File: config.mk
export PLATFORM = sky130hd
export DESIGN_NAME = opc_output_path_ctrl
export DESIGN_NICKNAME = d
export VERILOG_FILES = /design/src/rtl/opc_pkg.sv /design/src/rtl/opc_output_path_ctrl.sv /design/src/rtl/opc_path_seq.sv /design/src/rtl/opc_sticky_bit.sv
export SDC_FILE = /design/constraint.sdc
export NUM_CORES = 1
export LEC_CHECK = 0
export ABC_AREA = 1
export BUFFER_PORTS_ARGS = -buffer_cell sky130_fd_sc_hd__buf_2
export CORE_MARGIN = 2
export CORE_UTILIZATION = 57
export DETAILED_ROUTE_END_ITERATION = 12
export GPL_TIMING_DRIVEN = 1
export PLACE_DENSITY = 0.89
export SKIP_LAST_GASP = 1
export SLEW_MARGIN = 20
export SYNTH_ARGS = -nofsm -noshare
export SYNTH_HDL_FRONTEND = slang
export SYNTH_SLANG_ARGS = --single-unit
File: constraint.sdc
create_clock -name clk_sys_i -period 1.8 [get_ports clk_sys_i]
set_input_delay 0.09 -clock clk_sys_i [delete_from_list [all_inputs] [get_ports clk_sys_i]]
set_output_delay 0.09 -clock clk_sys_i [all_outputs]
set_load 0.01 [all_outputs]
File: src/rtl/opc_pkg.sv
// Purpose: constants and types for the output path enable control
// Assumes: 125 MHz core clock, plain register port with 16-bit data
// Notes: offsets are register addresses on the port
package opc_pkg;
    // ----------------------------------------
    // register map
    // ----------------------------------------
    localparam logic [15:0] ADDR_ENABLES = 16'h0400;
    localparam logic [15:0] ADDR_STATUS = 16'h0401;
    localparam logic [15:0] ADDR_RAW_STATUS = 16'h0406;
    localparam logic [15:0] ADDR_IRQ_STATUS = 16'h0410;
    localparam logic [15:0] ADDR_IRQ_MASK = 16'h0411;
    localparam logic [15:0] ADDR_CONFIG = 16'h0412;
    // ----------------------------------------
    // field positions
    // ----------------------------------------
    localparam int BIT_SPEAKER_LEFT = 7;
    localparam int BIT_HEADPHONE_LEFT = 1;
    localparam int BIT_HEADPHONE_RIGHT = 0;
    localparam int CH_SPK = 2;
    localparam int CH_HPL = 1;
    localparam int CH_HPR = 0;
    localparam int NUM_CH = 3;
    localparam int IRQ_HP_DONE = 0;
    localparam int IRQ_SPK_DONE = 1;
    localparam int IRQ_UNDERCLK = 2;
    localparam int IRQ_W = 3;
    localparam int CFG_MONO = 0;
    localparam int CFG_GPIO_LSB = 1;
    localparam int CFG_RATE_LSB = 4;
    localparam int RATE_W = 4;
    localparam logic [1:0] GPIO_SEL_SEQ = 2'h0;
    localparam logic [1:0] GPIO_SEL_UNDERCLK = 2'h1;
    localparam logic [1:0] GPIO_SEL_BOTH = 2'h2;
    // ----------------------------------------
    // reset values and clock budget
    // ----------------------------------------
    localparam logic [15:0] RESET_ENABLES = 16'h0000;
    localparam logic [15:0] RESET_CONFIG = 16'h0000;
    localparam logic [IRQ_W-1:0] RESET_IRQ_MASK = 3'h7;
    localparam logic [9:0] HP_PATH_CYCLES = 10'h040;
    localparam logic [9:0] SPK_PATH_CYCLES = 10'h060;
    // ----------------------------------------
    // sequence timing
    // ----------------------------------------
    localparam int CLK_PERIOD_NS = 8;
    localparam int SEQ_TIME_NS = 2000;
    localparam int SEQ_CYCLES_INT = (SEQ_TIME_NS + CLK_PERIOD_NS - 1) / CLK_PERIOD_NS;
    localparam logic [8:0] SEQ_CYCLES = 9'(SEQ_CYCLES_INT);
    // ----------------------------------------
    // types
    // ----------------------------------------
    typedef enum logic [3:0] {
        SEQ_OFF = 4'h1,
        SEQ_UP = 4'h2,
        SEQ_ON = 4'h4,
        SEQ_DOWN = 4'h8
    } opc_seq_e;
    typedef struct packed {
        logic speaker_left;
        logic headphone_left;
        logic headphone_right;
    } opc_paths_s;
endpackage

File: src/rtl/opc_output_path_ctrl.sv
// Purpose: output path enable control with sequencing and clock check
// Assumes: register port on the core clock, read data one cycle later
// Notes: three channels, headphone left/right and speaker left
//
// Function
// [RULE1] Exactly three channels exist: headphone left, headphone right and speaker left.
// [RULE2] The enable register holds speaker left at bit 7, headphone left at 1, right at 0, all reset to 0.
// [RULE3] A channel drives no output unless its enable bit was set.
// [RULE4] Channels start muted and software unmutes last on enable and mutes first on disable.
// [RULE5] The headphone charge pump is switched on by hardware whenever the headphone drivers need it.
// [RULE6] Setting or clearing an enable bit runs a pop-suppressed sequence for that path.
// [RULE7] Completion of a headphone sequence is an interrupt source.
// [RULE8] The headphone sequence state can be shown on the general-purpose pin.
// [RULE9] Software sets up the core clock before enabling any path.
// [RULE10] An enable is refused and the path stays off when core clock cycles are too few.
// [RULE11] A refused enable leaves paths already active untouched.
// [RULE12] An underclock error is reported to the interrupt logic and the general-purpose pin.
// [RULE13] Status shows enabled paths: speaker left at bit 7 of status, headphones at bits 1 and 0 of raw status.
// [RULE14] Headphones run stereo single-ended by default, or as one bridge-tied mono output.
// [RULE15] The speaker channel is phase inverted against the headphones.
// [RULE16] All channels run at one sample rate set by the rate field.
// [RULE17] A status bit changes only when its sequence ends and stays clear after a refused enable.
//
// Strobed register access is this design's own decision.
`timescale 1ns/10ps
module opc_output_path_ctrl (
    input wire logic clk_sys_i,
    input wire logic rst_n_i,
    input wire logic [15:0] reg_addr_i,
    input wire logic [15:0] reg_wdata_i,
    input wire logic reg_wr_i,
    input wire logic reg_rd_i,
    input wire logic [9:0] clk_cycles_avail_i,
    output logic [15:0] reg_rdata_o,
    output opc_pkg::opc_paths_s path_drive_o,
    output logic charge_pump_en_o,
    output logic hp_mono_btl_o,
    output logic spk_phase_invert_o,
    output logic [3:0] dac_rate_o,
    output logic irq_o,
    output logic gpio_o
);
    logic [15:0] enables;
    logic [15:0] config_reg;
    logic [opc_pkg::IRQ_W-1:0] irq_mask;
    logic [opc_pkg::IRQ_W-1:0] irq_status;
    logic [opc_pkg::IRQ_W-1:0] irq_set;
    logic [opc_pkg::NUM_CH-1:0] granted;
    logic [opc_pkg::NUM_CH-1:0] next_granted;
    logic [opc_pkg::NUM_CH-1:0] path_on;
    logic [opc_pkg::NUM_CH-1:0] path_busy;
    logic [opc_pkg::NUM_CH-1:0] path_done;
    logic [opc_pkg::NUM_CH-1:0] wr_bits;
    logic [opc_pkg::NUM_CH-1:0] new_req;
    logic [opc_pkg::NUM_CH-1:0] keep_req;
    logic [11:0] need_cycles;
    logic wr_enables;
    logic reject;
    logic underclk_evt;
    logic irq_clear_wr;
    logic hp_busy;
    logic [1:0] gpio_sel;

    // ----------------------------------------
    // clock budget of a set of paths
    // ----------------------------------------
    function automatic logic [11:0] path_cost(input logic [opc_pkg::NUM_CH-1:0] p);
        logic [11:0] sum;
        sum = 12'h000;
        if (p[opc_pkg::CH_SPK]) begin
            sum = sum + {2'h0, opc_pkg::SPK_PATH_CYCLES};
        end
        if (p[opc_pkg::CH_HPL]) begin
            sum = sum + {2'h0, opc_pkg::HP_PATH_CYCLES};
        end
        if (p[opc_pkg::CH_HPR]) begin
            sum = sum + {2'h0, opc_pkg::HP_PATH_CYCLES};
        end
        return sum;
    endfunction

    // ----------------------------------------
    // write decode and underclock check
    // ----------------------------------------
    assign wr_enables = reg_wr_i && (reg_addr_i == opc_pkg::ADDR_ENABLES);
    assign irq_clear_wr = reg_wr_i && (reg_addr_i == opc_pkg::ADDR_IRQ_STATUS);
    assign wr_bits = {reg_wdata_i[opc_pkg::BIT_SPEAKER_LEFT], reg_wdata_i[opc_pkg::BIT_HEADPHONE_LEFT],
                      reg_wdata_i[opc_pkg::BIT_HEADPHONE_RIGHT]};
    assign new_req = wr_bits & ~granted;
    assign keep_req = wr_bits & granted;
    assign need_cycles = path_cost(wr_bits);
    assign reject = wr_enables && (new_req != 3'h0) && (need_cycles > {2'h0, clk_cycles_avail_i}); // see [RULE10]
    assign underclk_evt = reject;
    assign next_granted = reject ? keep_req : wr_bits; // see [RULE11]
    assign hp_busy = path_busy[opc_pkg::CH_HPL] | path_busy[opc_pkg::CH_HPR];
    assign gpio_sel = config_reg[opc_pkg::CFG_GPIO_LSB +: 2];

    // ----------------------------------------
    // software registers
    // ----------------------------------------
    always_ff @(posedge clk_sys_i or negedge rst_n_i) begin
        if (!rst_n_i) begin
            enables <= opc_pkg::RESET_ENABLES;
        end else if (wr_enables) begin
            enables <= 16'h0000;
            enables[opc_pkg::BIT_SPEAKER_LEFT] <= reg_wdata_i[opc_pkg::BIT_SPEAKER_LEFT]; // see [RULE2]
            enables[opc_pkg::BIT_HEADPHONE_LEFT] <= reg_wdata_i[opc_pkg::BIT_HEADPHONE_LEFT];
            enables[opc_pkg::BIT_HEADPHONE_RIGHT] <= reg_wdata_i[opc_pkg::BIT_HEADPHONE_RIGHT];
        end
    end

    always_ff @(posedge clk_sys_i or negedge rst_n_i) begin
        if (!rst_n_i) begin
            granted <= 3'h0;
        end else if (wr_enables) begin
            granted <= next_granted; // see [RULE10]
        end
    end

    always_ff @(posedge clk_sys_i or negedge rst_n_i) begin
        if (!rst_n_i) begin
            config_reg <= opc_pkg::RESET_CONFIG;
            irq_mask <= opc_pkg::RESET_IRQ_MASK;
        end else if (reg_wr_i) begin
            if (reg_addr_i == opc_pkg::ADDR_CONFIG) begin
                config_reg <= {8'h00, reg_wdata_i[7:0]};
            end
            if (reg_addr_i == opc_pkg::ADDR_IRQ_MASK) begin
                irq_mask <= reg_wdata_i[opc_pkg::IRQ_W-1:0];
            end
        end
    end

    // ----------------------------------------
    // one sequencer per channel
    // ----------------------------------------
    for (genvar ch = 0; ch < opc_pkg::NUM_CH; ch++) begin : g_path // see [RULE1]
        opc_path_seq u_seq (
            .clk_sys_i(clk_sys_i),
            .rst_n_i(rst_n_i),
            .request_i(granted[ch]), // see [RULE6]
            .enabled_o(path_on[ch]), // see [RULE17]
            .busy_o(path_busy[ch]),
            .done_o(path_done[ch])
        );
    end

    // ----------------------------------------
    // interrupt flags
    // ----------------------------------------
    assign irq_set[opc_pkg::IRQ_HP_DONE] = path_done[opc_pkg::CH_HPL] | path_done[opc_pkg::CH_HPR]; // see [RULE7]
    assign irq_set[opc_pkg::IRQ_SPK_DONE] = path_done[opc_pkg::CH_SPK];
    assign irq_set[opc_pkg::IRQ_UNDERCLK] = underclk_evt; // see [RULE12]

    for (genvar b = 0; b < opc_pkg::IRQ_W; b++) begin : g_irq
        opc_sticky_bit u_flag (
            .clk_sys_i(clk_sys_i),
            .rst_n_i(rst_n_i),
            .set_i(irq_set[b]),
            .clear_i(irq_clear_wr && reg_wdata_i[b]),
            .flag_o(irq_status[b])
        );
    end

    always_ff @(posedge clk_sys_i or negedge rst_n_i) begin
        if (!rst_n_i) begin
            irq_o <= 1'b0;
        end else begin
            irq_o <= |(irq_status & irq_mask);
        end
    end

    // ----------------------------------------
    // general-purpose pin indication
    // ----------------------------------------
    always_ff @(posedge clk_sys_i or negedge rst_n_i) begin
        if (!rst_n_i) begin
            gpio_o <= 1'b0;
        end else begin
            unique case (gpio_sel)
                opc_pkg::GPIO_SEL_SEQ: gpio_o <= hp_busy; // see [RULE8]
                opc_pkg::GPIO_SEL_UNDERCLK: gpio_o <= irq_status[opc_pkg::IRQ_UNDERCLK]; // see [RULE12]
                opc_pkg::GPIO_SEL_BOTH: gpio_o <= hp_busy | irq_status[opc_pkg::IRQ_UNDERCLK];
                default: gpio_o <= 1'b0;
            endcase
        end
    end

    // ----------------------------------------
    // analogue side controls
    // ----------------------------------------
    always_ff @(posedge clk_sys_i or negedge rst_n_i) begin
        if (!rst_n_i) begin
            path_drive_o <= '0;
            charge_pump_en_o <= 1'b0;
            hp_mono_btl_o <= 1'b0;
            spk_phase_invert_o <= 1'b0;
            dac_rate_o <= 4'h0;
        end else begin
            path_drive_o <= opc_pkg::opc_paths_s'(path_on | path_busy); // see [RULE3]
            charge_pump_en_o <= |(path_on[1:0] | path_busy[1:0] | granted[1:0]); // see [RULE5]
            hp_mono_btl_o <= config_reg[opc_pkg::CFG_MONO]; // see [RULE14]
            spk_phase_invert_o <= 1'b1; // see [RULE15]
            dac_rate_o <= config_reg[opc_pkg::CFG_RATE_LSB +: opc_pkg::RATE_W]; // see [RULE16]
        end
    end

    // ----------------------------------------
    // read port
    // ----------------------------------------
    always_ff @(posedge clk_sys_i or negedge rst_n_i) begin
        if (!rst_n_i) begin
            reg_rdata_o <= 16'h0000;
        end else if (reg_rd_i) begin
            unique case (reg_addr_i)
                opc_pkg::ADDR_ENABLES: reg_rdata_o <= enables;
                opc_pkg::ADDR_STATUS: reg_rdata_o <= {8'h00, path_on[opc_pkg::CH_SPK], 7'h00}; // see [RULE13]
                opc_pkg::ADDR_RAW_STATUS: reg_rdata_o <= {14'h0000, path_on[1:0]};
                opc_pkg::ADDR_IRQ_STATUS: reg_rdata_o <= {13'h0000, irq_status};
                opc_pkg::ADDR_IRQ_MASK: reg_rdata_o <= {13'h0000, irq_mask};
                opc_pkg::ADDR_CONFIG: reg_rdata_o <= config_reg;
                default: reg_rdata_o <= 16'h0000;
            endcase
        end else begin
            reg_rdata_o <= 16'h0000;
        end
    end
endmodule

File: src/rtl/opc_path_seq.sv
// Purpose: pop-suppressed enable and disable sequence of one path
// Assumes: request is a level from the same clock
// Notes: a request change mid-sequence is served once it ends
`timescale 1ns/10ps
module opc_path_seq (
    input wire logic clk_sys_i,
    input wire logic rst_n_i,
    input wire logic request_i,
    output logic enabled_o,
    output logic busy_o,
    output logic done_o
);
    opc_pkg::opc_seq_e state;
    logic [8:0] count;

    // ----------------------------------------
    // sequence state
    // ----------------------------------------
    always_ff @(posedge clk_sys_i or negedge rst_n_i) begin
        if (!rst_n_i) begin
            state <= opc_pkg::SEQ_OFF;
            count <= 9'h000;
            done_o <= 1'b0;
        end else begin
            done_o <= 1'b0;
            unique case (state)
                opc_pkg::SEQ_OFF: begin
                    if (request_i) begin
                        state <= opc_pkg::SEQ_UP;
                        count <= opc_pkg::SEQ_CYCLES;
                    end
                end
                opc_pkg::SEQ_ON: begin
                    if (!request_i) begin
                        state <= opc_pkg::SEQ_DOWN;
                        count <= opc_pkg::SEQ_CYCLES;
                    end
                end
                opc_pkg::SEQ_UP, opc_pkg::SEQ_DOWN: begin
                    if (count == 9'h001) begin
                        state <= (state == opc_pkg::SEQ_UP) ? opc_pkg::SEQ_ON : opc_pkg::SEQ_OFF;
                        done_o <= 1'b1;
                    end
                    count <= count - 9'h001;
                end
                default: state <= opc_pkg::SEQ_OFF;
            endcase
        end
    end

    // ----------------------------------------
    // status follows finished sequence only
    // ----------------------------------------
    always_ff @(posedge clk_sys_i or negedge rst_n_i) begin
        if (!rst_n_i) begin
            enabled_o <= 1'b0;
            busy_o <= 1'b0;
        end else begin
            busy_o <= (state == opc_pkg::SEQ_UP) || (state == opc_pkg::SEQ_DOWN);
            if (done_o) begin
                enabled_o <= (state == opc_pkg::SEQ_ON);
            end
        end
    end
endmodule

File: src/rtl/opc_sticky_bit.sv
// Purpose: one sticky event flag cleared by writing a one
// Assumes: set and clear are single-cycle pulses
// Notes: a set in the clear cycle wins
`timescale 1ns/10ps
module opc_sticky_bit (
    input wire logic clk_sys_i,
    input wire logic rst_n_i,
    input wire logic set_i,
    input wire logic clear_i,
    output logic flag_o
);
    always_ff @(posedge clk_sys_i or negedge rst_n_i) begin
        if (!rst_n_i) begin
            flag_o <= 1'b0;
        end else if (set_i) begin
            flag_o <= 1'b1;
        end else if (clear_i) begin
            flag_o <= 1'b0;
        end
    end
endmodule

==> results by group <==
Setup path
  – Worst r2r path cells: 9
  – Flop2flop setup slack: 0.22 ns
  – Endpoint type of the worst setup path: flop
  – Slowest CP cell: dfstp_2
  – Buf+Inv Stages, Crit Path: 2
  – Cell chain of the critical path: nor2_1 > nand3_1 > nand2_2 > inv_2 > nand3_2 > nand2_4 > inv_4 > o21ai_1 > nand2_1
  – Reg2Reg Launch Point: g_path[2].u_seq.state[0]
  – Cell family with most CP delay: simple AND/OR/NAND/NOR gates
  – Crit path max fanout: 8
  – WS Path Type: flop to flop
  – Startpoint Class: flop
  – Slowest stage delay, CP: 0.55 ns
  – Critical R2R Capture: g_path[2].u_seq.count[6]
  – Req. time, crit path: 2.05 ns
  – Crit path arrival time: 1.83 ns

STA
  – Fin worst setup slack: 0.2211 ns
  – Crit share post-route: 0.8772
  – Fin. max-slew vios: 0
  – Hold Fails Final Rpt: 0
  – Fmax: 633.4 MHz
  – Final min period: 1.579 ns
  – Slew HR: 0.6386
  – RSZ-0062 raised after global routing: no
  – Worst Tran Pin Value: 0.5422 ns
  – Clock Skew: 0.007080 ns
  – Number of setup violations in the final report: 0
  – Fin Setup TNS: 0 ns

Clock tree
  – Num CTS Buffers: 9
  – CTS tree: yes
  – Clk pin slew, worst setup/hold paths: 0.09 ns
  – Clk sink count: 88
  – Clock Latency Late Sink: 0.36 ns
  – CTS max path bufs: 2
  – Post-CTS Setup Bufs: 0
  – # H-tree levels: 3
  – Root buffer cell: clkbuf_8

Finish
  – Area added between synthesis and finish: 14.33%
  – Final Cell Area: 0.005190 sq mm
  – Nets: 683
  – Layout cells sized above 1: 0.1968
  – Antenna diode count: 0
  – Biggest register: g_path.u_seq.count
  – Number of flip-flops in the largest register: 27
  – Biggest regs: g_path.u_seq.count (27), g_path.u_seq.state (12)

Status
  – Outcome: completed

Logic synthesis
  – Synthesized area per cell: 8.253 sq um
  – Synth unique cells: 35
  – Seq/Total Area, Yosys: 0.4868
  – FF+latch count, synth: 88
  – Synth Flop Type: dfrtp_1
  – Gate Count Post-Synth: 550
  – Warnings from Yosys: 0
  – Synth Cell Area: 0.004539 sq mm
  – FFs w/ async S/R, synth: 1.000
  – EDFF count, synth: 0

Drt
  – Detailed-route via count: 3757
  – DRC viols: 0
  – Pre-Repair DR Iteration Count: 4
  – ANT nets after route: 0
  – Vias per cell: 5.133
  – Final WL: 9.551 mm
  – Number of DRC markers in iteration 0: 150
  – DR WL/cell: 13.05 microns

Floorplan
  – Initial Util: 0.5874
  – Die ar.: 0.008694 sq mm
  – Core area: 0.007727 sq mm
  – Die Y: 93.24 microns
  – Ports: 74
  – Width of the die: 93.24 microns
  – Row Count: 32

Placed design
  – Post-DP Area: 0.004928 sq mm
  – Port Buf Inserts: 57
  – DP Worst Slack: 0.04433 ns
  – Routability congestion estimate: 0.8980
  – Post-DP HPWL: 7.363 mm

Worst hold path
  – Min-Delay Path Class: primary input to flop
  – Hold path depth: 3
  – Worst Hold End: config_reg[7]
  – Hold_sp: reg_wdata_i[7]

Global route
  – Initial antenna violation count: 0
  – First-pass GRT wire length: 16.37 mm
  – Vias in the first global route: 3714
  – Largest net degree at the start of global routing: 43
  – Congestion Overflow GR: 0
  – Global-route usage over all layers: 0.2380

Pwr
  – Pwr dens: 1297 mW/mm^2
  – LEAKAGE: 2.702 nW
  – Tot Pwr: 6.733 mW
  – Peak supply drop: 0.0006832 V

Run
  – # Max-Cap Violations: 0
metal layers:
layer | GRT usage | part of all wire | up-vias
met4 | 0.08456 | 0.0086 | 0
li1 | - | - | 1876
met3 | 0.04593 | 0.036 | 9
met1 | 0.2848 | 0.44 | 1790
met2 | 0.4257 | 0.52 | 82
met5 | 0 | 0 | -
area by class of cell:
cell class	instances	area [sq um]
inverters	88	337.8
multi-input cells	371	1936
well taps	102	127.6
clock inverters	7	77.57
clock buffers	9	123.9
fillers	570	2537
flip-flops and latches	88	2210
repair buffers	67	377.9
power by group:
part,internal (mW),total (mW),switching (mW)
registers,2.45,2.77,0.319
clock network,0.653,1.37,0.721
logic,0.890,2.59,1.70
total,4.00,6.73,2.74
cell usage after synthesis, types with 5 or more instances:
library cell / instances / area (sq um)
nand3_1: 37 / 185.2
buf_4: 8 / 60.06
nand4_1: 14 / 87.58
nand3_2: 5 / 50.05
ha_1: 12 / 150.1
xnor2_1: 7 / 61.31
inv_2: 6 / 22.52
a21oi_1: 7 / 35.03
o21ai_0: 35 / 175.2
nor2_1: 55 / 206.5
nand2_1: 116 / 435.4
dfrtp_1: 82 / 2052
inv_1: 79 / 296.5
nor3_1: 5 / 25.02
dfstp_2: 6 / 157.7
o21ai_1: 26 / 130.1
nor2_2: 8 / 50.05
worst max path at each step:
stage / endpoint / from / slack, ns / cells past startpoint
after floorplan: granted[0] / reg_wdata_i[1] / 0.36 / 10
after global placement: granted[1] / reg_wdata_i[1] / 0.11 / 11
after detailed placement: granted[0] / reg_wdata_i[1] / 0.04 / 11
after CTS: g_path[2].u_seq.count[6] / g_path[2].u_seq.state[0] / 0.21 / 9
after global routing: g_path[1].u_seq.count[6] / g_path[1].u_seq.state[1] / 0.10 / 10
final: g_path[2].u_seq.count[6] / g_path[2].u_seq.state[0] / 0.22 / 9
cells by family (layout without fill, tap and decap cells):
logic type	Yosys count	count (layout)	synth area share
xor gates and xnor gates	11	11	0.02122
and+or+nand+nor	263	263	0.2767
AOI/OAI and AO/OA	76	76	0.08793
adders and majority gates	12	12	0.03308
buffers and inverters	98	171	0.09261
DFF	88	88	0.4868
other	2	9	0.001654
stage by stage:
| step | instances | hold WS, ns | utilization |
|---|---|---|---|
| after floorplan | 557 | -0.2056 | - |
| after global placement | 710 | 0.09302 | 0.6378 |
| after detailed placement | 710 | 0.1127 | 0.6378 |
| after CTS | 732 | 0.02158 | 0.6716 |
| after global routing | 732 | 0.02847 | 0.6716 |
| final | 732 | 0.03500 | 0.6716 |
what timing repair did:
item	4_1_cts	5_1_grt
hold buffers	6	0
endpoints found under the hold margin	42	0
resized for setup	0	0
worst register-to-register path, cell delays in order (launching register included):
cell and delay [ns]:
dfstp_2 0.55, nor2_1 0.05, nand3_1 0.10, nand2_2 0.13, inv_2 0.15, nand3_2 0.11, nand2_4 0.13, inv_4 0.06
o21ai_1 0.11, nand2_1 0.07
placed cells by master (no fill, tap or decap), drive strengths merged:
cell         netlist  routed
conb               2       9
dfstp              6       6
dlygate4sd3        0       6
nand3             42      42
inv               88      90
nor2              68      68
buf               10      61
ha                12      12
o21ai             61      61
nor3b              1       1
nor3               5       5
clkbuf             0       9
a21o               1       1
dfrtp             82      82
a21oi              7       7
bufinv             0       1
xnor2              7       7
xor2               4       4
a22oi              3       3
or2                4       4
nand4             15      15
clkinvlp           0       1
and2               4       4
clkinv             0       3
o21bai             2       2
o31ai              1       1
o22ai              1       1
nand2            124     124
Power figures use the tool's default switching activity.
